`config.mk`:
```
export PLATFORM = sky130hd
export DESIGN_NAME = bit_test_skip_when_one
export DESIGN_NICKNAME = d
export VERILOG_FILES = /design/src/rtl/bit_skip_pkg.sv /design/src/rtl/bit_test_skip_when_one.sv
export SDC_FILE = /design/constraint.sdc
export NUM_CORES = 1
export LEC_CHECK = 0
export BUFFER_PORTS_ARGS = -buffer_cell sky130_fd_sc_hd__buf_2
export CORE_MARGIN = 4
export CORE_UTILIZATION = 47
export CTS_BUF_LIST = sky130_fd_sc_hd__clkbuf_8
export CTS_CLUSTER_DIAMETER = 150
export CTS_CLUSTER_SIZE = 25
export DETAILED_ROUTE_END_ITERATION = 6
export GPL_TIMING_DRIVEN = 0
export PLACE_DENSITY_LB_ADDON = 0.3
export SYNTH_ARGS = -nofsm -noshare
export SYNTH_HDL_FRONTEND = slang
export SYNTH_SLANG_ARGS = --single-unit
```
`constraint.sdc`:
```
create_clock -name clk -period 1.92 [get_ports clk]
set_input_delay 0.288 -clock clk [delete_from_list [all_inputs] [get_ports clk]]
set_output_delay 0.288 -clock clk [all_outputs]
set_load 0.01 [all_outputs]
```
`src/rtl/bit_skip_pkg.sv`:
```
package bit_skip_pkg;

    // ------------------------------------------------------------
    // instruction encoding
    // ------------------------------------------------------------
    localparam logic [3:0] OPC_SKIP_SET = 4'hA;
    localparam int OPC_HI = 15;
    localparam int OPC_LO = 12;
    localparam int BIT_HI = 11;
    localparam int BIT_LO = 9;
    localparam int ACC_POS = 8;
    localparam int FILE_HI = 7;
    localparam int FILE_LO = 0;
    localparam logic ACC_COMMON = 1'h0;

    // ------------------------------------------------------------
    // widths and reset values
    // ------------------------------------------------------------
    localparam int BANK_W = 4;
    localparam logic [BANK_W-1:0] COMMON_BANK = 4'h0;
    localparam logic [1:0] PHASE_RESET = 2'h0;
    localparam logic [1:0] PHASE_LAST = 2'h3;
    localparam logic [1:0] SKIP_ONE = 2'h1;
    localparam logic [1:0] SKIP_TWO = 2'h2;
    localparam logic [3:0] NOP_LEN_ONE = 4'h5;
    localparam logic [3:0] NOP_LEN_TWO = 4'h9;

    typedef enum logic [1:0]
    {
        PH_DECODE = 2'b00,
        PH_READ = 2'b01,
        PH_PROCESS = 2'b10,
        PH_WRITE = 2'b11
    } phase_e;

    typedef struct packed
    {
        logic [BANK_W-1:0] bank;
        logic [7:0] addr;
        logic access_common;
    } mem_req_s;

endpackage

```
`src/rtl/bit_test_skip_when_one.sv`:
```
// Summary of operation
// - opcode 1010 tests bit b of file f; skips next instruction when bit is one.
// - taken skip discards prefetched word, runs no_operation; two cycles total.
// - access-select 0 uses common access bank, ignoring bank_select_reg.
// - access-select 1 takes operand bank from bank_select_reg.
// - skipped two-word instruction gives three cycles, both words replaced.
`timescale 1ns/1ps
module bit_test_skip_when_one
    import bit_skip_pkg::*;
(
    // clock and reset
    input wire logic clk,
    input wire logic reset_n,
    // instruction stream
    input wire logic [15:0] instr_word,
    input wire logic instr_valid,
    input wire logic next_is_two_word,
    input wire logic [BANK_W-1:0] bank_select_reg,
    // data memory
    output mem_req_s mem_req,
    output logic mem_rd,
    input wire logic [7:0] mem_rdata,
    // pipeline control
    output logic [1:0] phase,
    output logic busy,
    output logic discard_fetch,
    output logic skip_taken,
    output logic status_we
);

    // ------------------------------------------------------------
    // state
    // ------------------------------------------------------------
    phase_e ph_r, ph_nxt;
    logic active_r, active_nxt;
    logic [2:0] bit_r, bit_nxt;
    mem_req_s req_r, req_nxt;
    logic [1:0] skip_r, skip_nxt;
    logic taken_r, taken_nxt;
    logic two_r, two_nxt;
    logic hit;

    assign hit = instr_valid && instr_word[OPC_HI:OPC_LO] == OPC_SKIP_SET;

    always_comb
    begin
        ph_nxt = ph_r;
        active_nxt = active_r;
        bit_nxt = bit_r;
        req_nxt = req_r;
        skip_nxt = skip_r;
        taken_nxt = 1'b0;
        two_nxt = two_r;
        unique case (ph_r)
            PH_DECODE:
            begin
                ph_nxt = PH_READ;
                if (skip_r != 2'h0)
                begin
                    // no_operation cycle in place of skipped word
                    active_nxt = 1'b0;
                end
                else
                begin
                    active_nxt = hit;
                    bit_nxt = instr_word[BIT_HI:BIT_LO];
                    req_nxt.addr = instr_word[FILE_HI:FILE_LO];
                    req_nxt.access_common = instr_word[ACC_POS] == ACC_COMMON;
                    two_nxt = next_is_two_word;
                    req_nxt.bank = (instr_word[ACC_POS] == ACC_COMMON) ? COMMON_BANK
                                   : bank_select_reg;
                end
            end
            PH_READ:
                ph_nxt = PH_PROCESS;
            PH_PROCESS:
            begin
                ph_nxt = PH_WRITE;
                if (active_r && mem_rdata[bit_r])
                begin
                    taken_nxt = 1'b1;
                    skip_nxt = two_r ? SKIP_TWO : SKIP_ONE;
                end
            end
            PH_WRITE:
            begin
                ph_nxt = PH_DECODE;
                active_nxt = 1'b0;
                if (skip_r != 2'h0 && !taken_r)
                    skip_nxt = skip_r - 2'h1;
            end
        endcase
    end

    always_ff @(posedge clk)
    begin
        if (!reset_n)
        begin
            ph_r <= PH_DECODE;
            active_r <= 1'b0;
            bit_r <= 3'h0;
            req_r <= '0;
            skip_r <= PHASE_RESET;
            taken_r <= 1'b0;
            two_r <= 1'b0;
        end
        else
        begin
            ph_r <= ph_nxt;
            active_r <= active_nxt;
            bit_r <= bit_nxt;
            req_r <= req_nxt;
            skip_r <= skip_nxt;
            taken_r <= taken_nxt;
            two_r <= two_nxt;
        end
    end

    // ------------------------------------------------------------
    // outputs
    // ------------------------------------------------------------
    assign phase = ph_r;
    assign mem_req = req_r;
    assign mem_rd = active_r && ph_r == PH_READ;
    assign busy = skip_r != 2'h0;
    assign discard_fetch = skip_r != 2'h0;
    assign skip_taken = taken_r;
    assign status_we = 1'b0;

    // ------------------------------------------------------------
    // no_operation run length, read by checks only
    // ------------------------------------------------------------
    logic [3:0] nop_len_r, nop_len_nxt;

    always_comb
    begin
        nop_len_nxt = discard_fetch ? 4'(nop_len_r + 4'h1) : 4'h0;
    end

    always_ff @(posedge clk)
    begin
        if (!reset_n)
            nop_len_r <= 4'h0;
        else
            nop_len_r <= nop_len_nxt;
    end
endmodule

```
# Word-level counts from Yosys, hierarchy flattened
# Index checks and enable logic that the tools add are counted.
# Widths: inputs -> output; s select.
# word_totals
in_bits,32
word_cells,42
register_bits,23
# classes
order_cmp,1
n_bitwise,2
addsub,1
reduce_logical,12
eq_ne,6
mux,11
# op_table
operator,n
$pmux 2 s4,1
$mux 2,3
$reduce_bool 2->1,3
$eq 2x2->1 const B,2
$eq 4x4->1 const B,1
$logic_and 1x1->1,4
$lt 3x4->1 const B,1
$mux 4,1
$ne 2x2->1 const B,2
$pmux 2 s2,1
$reduce_and 2->1,2
$bmux 1 s3,1
$mux 1,3
$reduce_and 3->1,1
$eq 2x1->1 const B,1
$logic_not 2->1,1
$not 1->1,2
$pmux 1 s2,1
$sub 2x1->2 const B,1
$logic_not 1->1,1

# Logic depth before layout (Yosys ltp)
# Gate-level depths: netlist (run 1).
# depth
depth_word,5
mapped_depth,7
ltp_nobuf,6

# Least setup slack after synthesis (run 1)
# OpenSTA, ideal clock, no wires.
# synth_timing
kind,register to register
startpoint,reg ph_r[0] (netlist: phase[0])
endpoint,reg skip_r[0]
t_arrival_ns,1.535
path_stages_with_launch,7
setup_slack_ns,0.315
n_path_buf,0
setup_ns,0.070
path_cell_list,dfxtp_1 inv_1 ha_1 inv_1 o211ai_1 or4_1 a21boi_1
# synth_via
elab_chain_cells,3
# synth_rtl
element,line_no,rtl
start: declaration,bit_test_skip_when_one.sv:34,"phase_e ph_r, ph_nxt;"
start signal: assignment,bit_test_skip_when_one.sv:109,ph_r <= ph_nxt;
$eq 2x2->1,bit_test_skip_when_one.sv:54,unique case (ph_r)
$ne 2x2->1 (no line) / $reduce_bool 2->1 (equally long branches),-,
$reduce_and 3->1 (no line),-,
end signal: assignment,bit_test_skip_when_one.sv:113,skip_r <= skip_nxt;
end: declaration,bit_test_skip_when_one.sv:38,"logic [1:0] skip_r, skip_nxt;"
# Parallel ways exist; a longest one is shown, timed or not.
# A chain may end at the register's enable or synchronous reset.

# Final worst setup path (run 1)
# layout_timing
startpoint,reg ph_r[0] (netlist: phase[0])
endpoint,reg req_r (netlist bit mem_req[2])
# layout_via
elab_chain_cells,2
# layout_rtl
element,line_no,rtl
$logic_not 2->1,bit_test_skip_when_one.sv:54,
$reduce_and 2->1 (no line),-,
end signal: assignment,bit_test_skip_when_one.sv:112,req_r <= req_nxt;
end: declaration,bit_test_skip_when_one.sv:37,"mem_req_s req_r, req_nxt;"
# Every way passes these cells.

==> impl_metrics.yaml, run 1 <==
cells_and_area:
  n_antenna_cell: 0
  area_delta_synth_final_pct: 30.5
  fin_nets: 220
  fillCellCount: 199
  final_area_sq_mm: 0.00144
  drive_gt1_frac: 0.331
  fin_util: 0.649
  fin_cells: 209
cts:
  clockBufferDepth: 2
  cts_root_buf: "clkbuf_8"
  postCtsSetupBuffers: 0
  cts_tree: "built"
  numCtsBuffers: 3
  clk-insertion-delay-late_ns: 0.26
  path_clk_slew_ns: 0.08
  clock-sinks: 23
  h-tree-depth: 1
  ctsHoldBuffers: 0
synthesis:
  yosysMostFrequentCell: "nand2_1"
  synth_edf_count: 0
  ys_warn_count: 0
  ys.flop_type: "dfxtp_1"
  synth_area_leaders: "dfxtp_1, a21boi_0, nand2_1"
  synth.avg_cell_area_sq_um: 8.66
  ys_seq_area_frac: 0.419
  yosys.area.top_type: "dfxtp_1"
  synth_nets: 165
  yosys.cell_types.count: 29
  async_flop_share: 0
  synth_top_cells_by_count: "nand2_1, dfxtp_1, a21boi_0"
  synth_cells: 127
  synth.top_cell.area_share: 0.419
  netlist_area_sq_mm: 0.00110
  synth-seq-cells: 23
critical_path:
  path_delay_family: "buffers and inverters"
  cp_num_buf_inv: 3
  critical_path.max_stage_delay_ns: 0.34
  critPathMaxFanout: 10
  critical_path_class: "register to register"
  cp_slowest_cell: "dfxtp_1"
  crit_arrival_ns: 1.89
  worstSetupStartpoint: "phase[0]$_SDFF_PN0_"
  startpoint_type: "register"
  crit_chain: "inv_1, ha_1, and2_1, clkbuf_1, clkbuf_2, nand2_1, a21boi_0"
  critPathRequiredTime_ns: 2.10
  r2r-start: "phase[0]$_SDFF_PN0_"
  cp-end-kind: "register"
sta:
  fin_crit_sh: 0.890
  min_period_ns: 1.71
  fin_setup_tns_ns: 0
  rsz0062_at_grt: "no"
  skew_ns: 0.00122
  slew_violations: 0
  hold_viol: 0
  fmax_mhz: 585
  setup_viol: 0
die:
  die_y_um: 56.4
  die_w_um: 56.4
  design.core.area_sq_mm: 0.00221
  ios: 52
  rows: 17
  initial_utilization: 0.497
  die_area_sq_mm: 0.00318
routing:
  dr.pass1.iters: 4
  antenna_left: 0
  route.detailed.drc: 0
  wl_um: 2470
  viasPerCell: 5.09
  drt_iter0_drc: 18
  wire_per_inst_um: 11.8
  vias: 1064
power:
  vdd_drop_max_uv: 744
  power_density_mw_per_mm2: 1170
  p_leak_uw: 0.000683
global_routing:
  grt_first_pass_wirelength_um: 4440
  grt_pass1_vias: 1107
  grt-ovfl-total: 0
  grtUsageTotal: 0.171
  grt_max_degree: 15
  antenna_found_initial: 0
job:
  cap_violations: 0
place:
  dp_hpwl_um: 2000
  globalplace.congestion: 0.764
  dp.cells: 205
  placed_area_sq_mm: 0.00139
  portBuffers: 50
outcome:
  status: "completed"
min_path:
  min_path_type: "input pin to register"
  min_from: "instr_word[7]"
-- cells in the final DEF, fill, tap and decap left out, types with 4 or more instances in the layout --
cell / Yosys / final
buf_2: 0 / 50
nand2_1: 31 / 31
dfxtp_1: 23 / 23
a21boi_0: 17 / 17
inv_1: 6 / 6
nand3_1: 6 / 6
ha_1: 6 / 6
clkbuf_1: 5 / 4
mux2i_1: 4 / 4
-- sequential cells by signal (all words and copies together) (netlist names) --
name and flops:
phase 2, active_r 1, skip_r 2, mem_req 13
two_r 1, bit_r 3, skip_taken 1
-- through the flow --
| step | power, uW | worst slack, ns | hold slack, ns |
|---|---|---|---|
| 3_5_place_dp | 1400 | 0.130 | 0.459 |
| 4_1_cts | 1700 | 0.105 | 0.264 |
| 6_report | 1680 | 0.211 | 0.265 |
| 3_3_place_gp | 1360 | 0.200 | 0.444 |
| 5_1_grt | 1840 | 0.00422 | 0.264 |
| 2_1_floorplan | 1150 | 0.315 | 0.433 |
-- logic make-up after synthesis --
family	count (synthesis)	share of synthesized area
other cells	1	0.00341
fa+ha+maj	6	0.0683
flops	23	0.419
buf+inv	14	0.0614
compound gates	27	0.193
simple gates	52	0.218
mux	4	0.0364
-- power breakdown --
group,switching [uW],total [uW],internal [uW]
logic,423,723,300
clock network,154,301,146
registers,69.3,661,591
-- final cells by class --
type | count | area, sq um | area share
Buffer | 8 | 46.3 | 0.0323
Multi-Input combinational cell | 90 | 572 | 0.398
Clock buffer | 3 | 41.3 | 0.0288
Clock inverter | 1 | 7.51 | 0.00523
Timing Repair Buffer | 50 | 250 | 0.174
Inverter | 6 | 22.5 | 0.0157
Tap cell | 28 | 35.0 | 0.0244
Sequential cell | 23 | 460 | 0.321
-- what timing repair did --
action | in CTS | in global routing
setup endpoints to repair | 0 | 9
resized for setup | 0 | 2
endpoints found under the hold margin | 0 | 0
-- worst paths after layout --
kind	to	cells after the start	slack (ns)
worst max-delay path	mem_req[2]$_SDFFE_PN0P_	7	0.21
worst min-delay path	mem_req[8]$_SDFFE_PN0P_	3	0.27
worst min register to register	mem_req[8]$_SDFFE_PN0P_	2	0.47
worst max register to register	mem_req[2]$_SDFFE_PN0P_	7	0.21
-- metal layers --
| metal | vias to the layer above | wire [um] | share of wire | global-route usage |
|---|---|---|---|---|
| met4 | 0 | 12 | 0.0049 | 0.0508 |
| met5 | - | 0 | 0 | 0 |
| met2 | 36 | 1290 | 0.52 | 0.329 |
| li1 | 535 | - | - | - |
| met3 | 2 | 171 | 0.069 | 0.0276 |
| met1 | 491 | 992 | 0.40 | 0.189 |
-- tightest hold or removal path, delay by kind of cell --
kind	cells	cell delay [ns]
AO/OA/AOI/OAI	1	0.06
AND/OR/NAND/NOR	1	0.04
buffers and inverters	1	0.09
Power figures use the tool's default switching activity.
==> run 2, diff against run 1 <==
- PLACE_DENSITY: not set -> 0.79
- PLACE_DENSITY_LB_ADDON: 0.3 -> not set
- SLEW_MARGIN: not set -> 30
==> run 2 against run 1 <==
Effect of this change:
- critical path depth decreased by 1
- first-iteration DRC count decreased by 17%
- via count fell by 3.4%
- total power decreased by 0.36%
- die area is the same
- clock skew up 0.00065 ns
- sequential cell count stayed put
- combinational power barely moved
- critical endpoint is now skip_r[0]$_SDFFE_PN0P_
- largest cell class unchanged
==> impl_metrics.yaml, run 2 (synthesized netlist as in run 1, its figures left out) <==
cells_and_area:
  fillCellCount: 212
  seq_area_sq_um: 460
  final_common_cell: "buf_2"
  n_antenna_cell: 0
  largest_reg_flops: 13
  drive_gt1_frac: 0.331
  fin_util: 0.648
  final_cell_mix: "buf_2, nand2_1, dfxtp_1"
  area_delta_synth_final_pct: 30.3
  multiInputGateArea_sq_um: 572
  fin_nets: 220
critical_path:
  critPathRequiredTime_ns: 2.11
  cp-end-kind: "register"
  crit_arrival_ns: 1.99
  critPathMaxFanout: 4
  startpoint_type: "register"
  r2r_cells: 6
  critical_path_class: "register to register"
sta:
  setup_viol: 0
  fin_setup_tns_ns: 0
  fmax_mhz: 555
  hold_viol: 0
  fin_ws_ns: 0.119
  fin_crit_sh: 0.938
  min_period_ns: 1.80
  rsz0062_at_grt: "no"
  whs_ns: 0.273
  skew_ns: 0.00187
  slew_violations: 0
power:
  vdd_drop_max_uv: 861
  power_density_mw_per_mm2: 1170
  swShare: 0.383
  switchingPower_uw: 643
  power.total_uw: 1680
  internal_power_uw: 1030
  clock_power_share: 0.174
  comb_power_share: 0.432
  p_leak_uw: 0.000687
  seqPwrFrac: 0.394
min_path:
  min_path_type: "input pin to register"
  min_path_cells: 3
global_routing:
  grt_pass1_vias: 1077
  antenna_found_initial: 0
  grt_max_degree: 14
  grt-ovfl-total: 0
  grt_first_pass_wirelength_um: 4460
  grtUsageTotal: 0.172
routing:
  viasPerCell: 4.92
  wire_per_inst_um: 12.4
  antenna_left: 0
  drt_iter0_drc: 15
  wl_um: 2590
  route.detailed.drc: 0
  vias: 1028
  dr.pass1.iters: 3
die:
  die_area_sq_mm: 0.00318
  rows: 17
  ios: 52
  initial_utilization: 0.497
  die_y_um: 56.4
  design.core.area_sq_mm: 0.00221
  die_w_um: 56.4
cts:
  path_clk_slew_ns: 0.07
  h-tree-depth: 1
  clk-insertion-delay-late_ns: 0.26
  clockBufferDepth: 2
  numCtsBuffers: 3
  clock-sinks: 23
  cts_root_buf: "clkbuf_8"
  cts_tree: "built"
place:
  dp_hpwl_um: 2050
  globalplace.congestion: 0.766
  place_ws_ns: 0.132
  portBuffers: 50
job:
  cap_violations: 0
outcome:
  status: "completed"
==> run 2: timing repair <==
item,in CTS,in global routing
hold buffers,0,0
resized for setup,0,2
setup buffers,0,0
endpoints found under the setup margin,0,9
==> run 2: final cells by class <==
type                       instances  share of cell area
sequential                        23               0.321
buffer                             8              0.0323
inverter                           6              0.0157
timing repair buffer              50               0.175
multi-input combinational         90               0.399
clock buffer                       3              0.0288
tap                               28              0.0245
clock inverter                     1             0.00349
==> run 2: final timing paths <==
check                               start                 endpoint  slack, ns
setup / recovery   skip_r[0]$_SDFFE_PN0P_   skip_r[0]$_SDFFE_PN0P_       0.12
hold / removal              instr_word[3]  mem_req[4]$_SDFFE_PN0P_       0.27
setup reg to reg   skip_r[0]$_SDFFE_PN0P_   skip_r[0]$_SDFFE_PN0P_       0.12
hold reg to reg   mem_req[9]$_SDFFE_PN0P_  mem_req[9]$_SDFFE_PN0P_       0.46
==> run 2: stage by stage <==
step | cell area [sq um] | cells
2_1_floorplan | 1100 | 127
3_3_place_gp | 1390 | 205
3_5_place_dp | 1390 | 205
4_1_cts | 1430 | 209
5_1_grt | 1430 | 209
6_report | 1430 | 209
==> run 2: worst max-delay path, cell delays in order, from the launching register on <==
cell,delay [ns]
dfxtp_1,0.35
inv_1,0.05
ha_1,0.23
o21ai_0,0.21
o211ai_1,0.19
or4_1,0.53
a21boi_1,0.15
==> run 2: per-layer routing <==
metal	track usage	routed length, um
met4	0.0712	48
met3	0.0529	173
met5	0	0
met1	0.180	1040
met2	0.314	1320
==> run 2: power by group through the flow <==
stage / clock network [uW] / registers [uW] / logic, uW
5_1_grt: 316 / 679 / 819
2_1_floorplan: 0 / 703 / 447
3_3_place_gp: 0 / 664 / 690
3_5_place_dp: 0 / 672 / 727
4_1_cts: 298 / 662 / 732
6_report: 292 / 661 / 725
==> run 3, diff against run 2 <==
- CORE_UTILIZATION: 47 -> 45
- PLACE_DENSITY: 0.79 -> 0.76
==> run 3 against run 2 <==
Effect of this change:
- non-clock buffer count unchanged
- wire length down 1.1%
- die area up 3.8%
- critical path type unchanged
==> impl_metrics.yaml, run 3 (synthesized netlist as in run 1, its figures left out) <==
global_routing:
  grt_first_pass_wirelength_um: 4350
  grt_max_degree: 13
  grt-ovfl-total: 0
  grtUsageTotal: 0.163
  grt_pass1_vias: 1031
  antenna_found_initial: 0
die:
  die_area_sq_mm: 0.00330
  design.core.area_sq_mm: 0.00228
  die_y_um: 57.4
  die_w_um: 57.4
  initial_utilization: 0.483
  ios: 52
  rows: 17
critical_path:
  startpoint_type: "register"
  critPathMaxFanout: 4
  crit_chain: "inv_1, ha_1, inv_1, o211ai_1, or4_1, a21boi_1"
  cpMostUsedCell: "inv_1"
  cp_num_buf_inv: 2
  critPathRequiredTime_ns: 2.12
  crit_arrival_ns: 1.95
  reg2reg_slack_ns: 0.17
  critical_path.max_stage_delay_ns: 0.55
  r2r-start: "phase[0]$_SDFF_PN0_"
  cp-end-kind: "register"
  path_delay_family: "simple AND/OR/NAND/NOR gates"
  cp_slowest_cell: "or4_1"
  critical_path_class: "register to register"
  worst_r2r_endpoint: "skip_r[0]$_SDFFE_PN0P_"
  r2r_cells: 6
cts:
  clk-insertion-delay-late_ns: 0.26
  cts_tree: "built"
  cts_resized: 0
  clock-sinks: 23
  postCtsSetupBuffers: 0
  clockBufferDepth: 2
  ctsHoldBuffers: 0
  cts_root_buf: "clkbuf_8"
  path_clk_slew_ns: 0.08
  h-tree-depth: 1
  numCtsBuffers: 3
cells_and_area:
  drive_gt1_frac: 0.326
  final_cell_mix: "buf_2, nand2_1, dfxtp_1"
  fin_nets: 220
  final_area_sq_mm: 0.00143
  final_common_cell: "buf_2"
  area_delta_synth_final_pct: 30.1
  largest_reg_flops: 13
  n_antenna_cell: 0
  fin_util: 0.629
routing:
  viasPerCell: 4.96
  dr.pass1.iters: 4
  antenna_left: 0
  route.detailed.drc: 0
  wl_um: 2560
  wire_per_inst_um: 12.2
  vias: 1037
  drt_iter0_drc: 15
power:
  power_density_mw_per_mm2: 1180
  vdd_drop_max_uv: 631
  power.total_uw: 1680
  p_leak_uw: 0.000688
sta:
  setup_viol: 0
  rsz0062_at_grt: "no"
  slew_violations: 0
  fin_setup_tns_ns: 0
  min_period_ns: 1.75
  hold_viol: 0
  fin_crit_sh: 0.912
  whs_ns: 0.266
  skew_ns: 0.00432
  fmax_mhz: 571
place:
  placed_area_sq_mm: 0.00139
  dp_hpwl_um: 2080
  globalplace.congestion: 0.748
  portBuffers: 50
min_path:
  min_path_type: "input pin to register"
  holdPathEnd: "mem_req[5]$_SDFFE_PN0P_"
  min_from: "instr_word[4]"
  min_path_cells: 3
outcome:
  status: "completed"
job:
  cap_violations: 0
-- run 3: changes by cell type in the layout (fill, tap and decap cells not counted), sizes merged --
cell | previous run | this run
clkinv | 1 | 0
inv | 6 | 7
-- run 3: cell type report --
cell class | count | area (sq um)
plain buffers | 8 | 46.3
clock buffers | 3 | 41.3
clock inverters | 1 | 3.75
fillers | 212 | 845
inverters | 6 | 22.5
multi-input cells | 90 | 572
flip-flops and latches | 23 | 460
well taps | 28 | 35.0
repair buffers | 50 | 250
-- run 3: tightest hold or removal path, stage by stage --
cell	delay [ns]
buf_2	0.09
nand2_1	0.04
a21boi_0	0.06
-- run 3: per-layer routing --
metal	GRT usage	wire length [um]
met5	0	0
met4	0.0563	21
met3	0.0385	209
met2	0.308	1300
met1	0.173	1030
-- run 3: where the power goes --
group	total (uW)	leakage, uW	switching [uW]	internal (uW)
Combinational	728	0.000472	427	301
Sequential	663	0.000189	71.9	591
Clock	292	0.0000269	149	143
Total	1680	0.000688	647	1040
-- run 3: worst max-delay path by stage --
stage / from / end / slack [ns] / cells past startpoint
floorplan: phase[0]$_SDFF_PN0_ / skip_r[0]$_SDFFE_PN0P_ / 0.32 / 6
global placement: phase[0]$_SDFF_PN0_ / mem_req[0]$_SDFFE_PN0P_ / 0.18 / 7
detailed placement: phase[0]$_SDFF_PN0_ / mem_req[2]$_SDFFE_PN0P_ / 0.05 / 7
CTS: phase[0]$_SDFF_PN0_ / mem_req[2]$_SDFFE_PN0P_ / 0.02 / 7
global route: phase[0]$_SDFF_PN0_ / mem_req[2]$_SDFFE_PN0P_ / 0.02 / 7
finish: phase[0]$_SDFF_PN0_ / skip_r[0]$_SDFFE_PN0P_ / 0.17 / 6
-- run 3: stage by stage --
| step | worst slack [ns] | instances |
|---|---|---|
| after floorplan | 0.315 | 127 |
| after global placement | 0.184 | 205 |
| after detailed placement | 0.0526 | 205 |
| after CTS | 0.0195 | 209 |
| after global routing | 0.0188 | 209 |
| final | 0.169 | 209 |
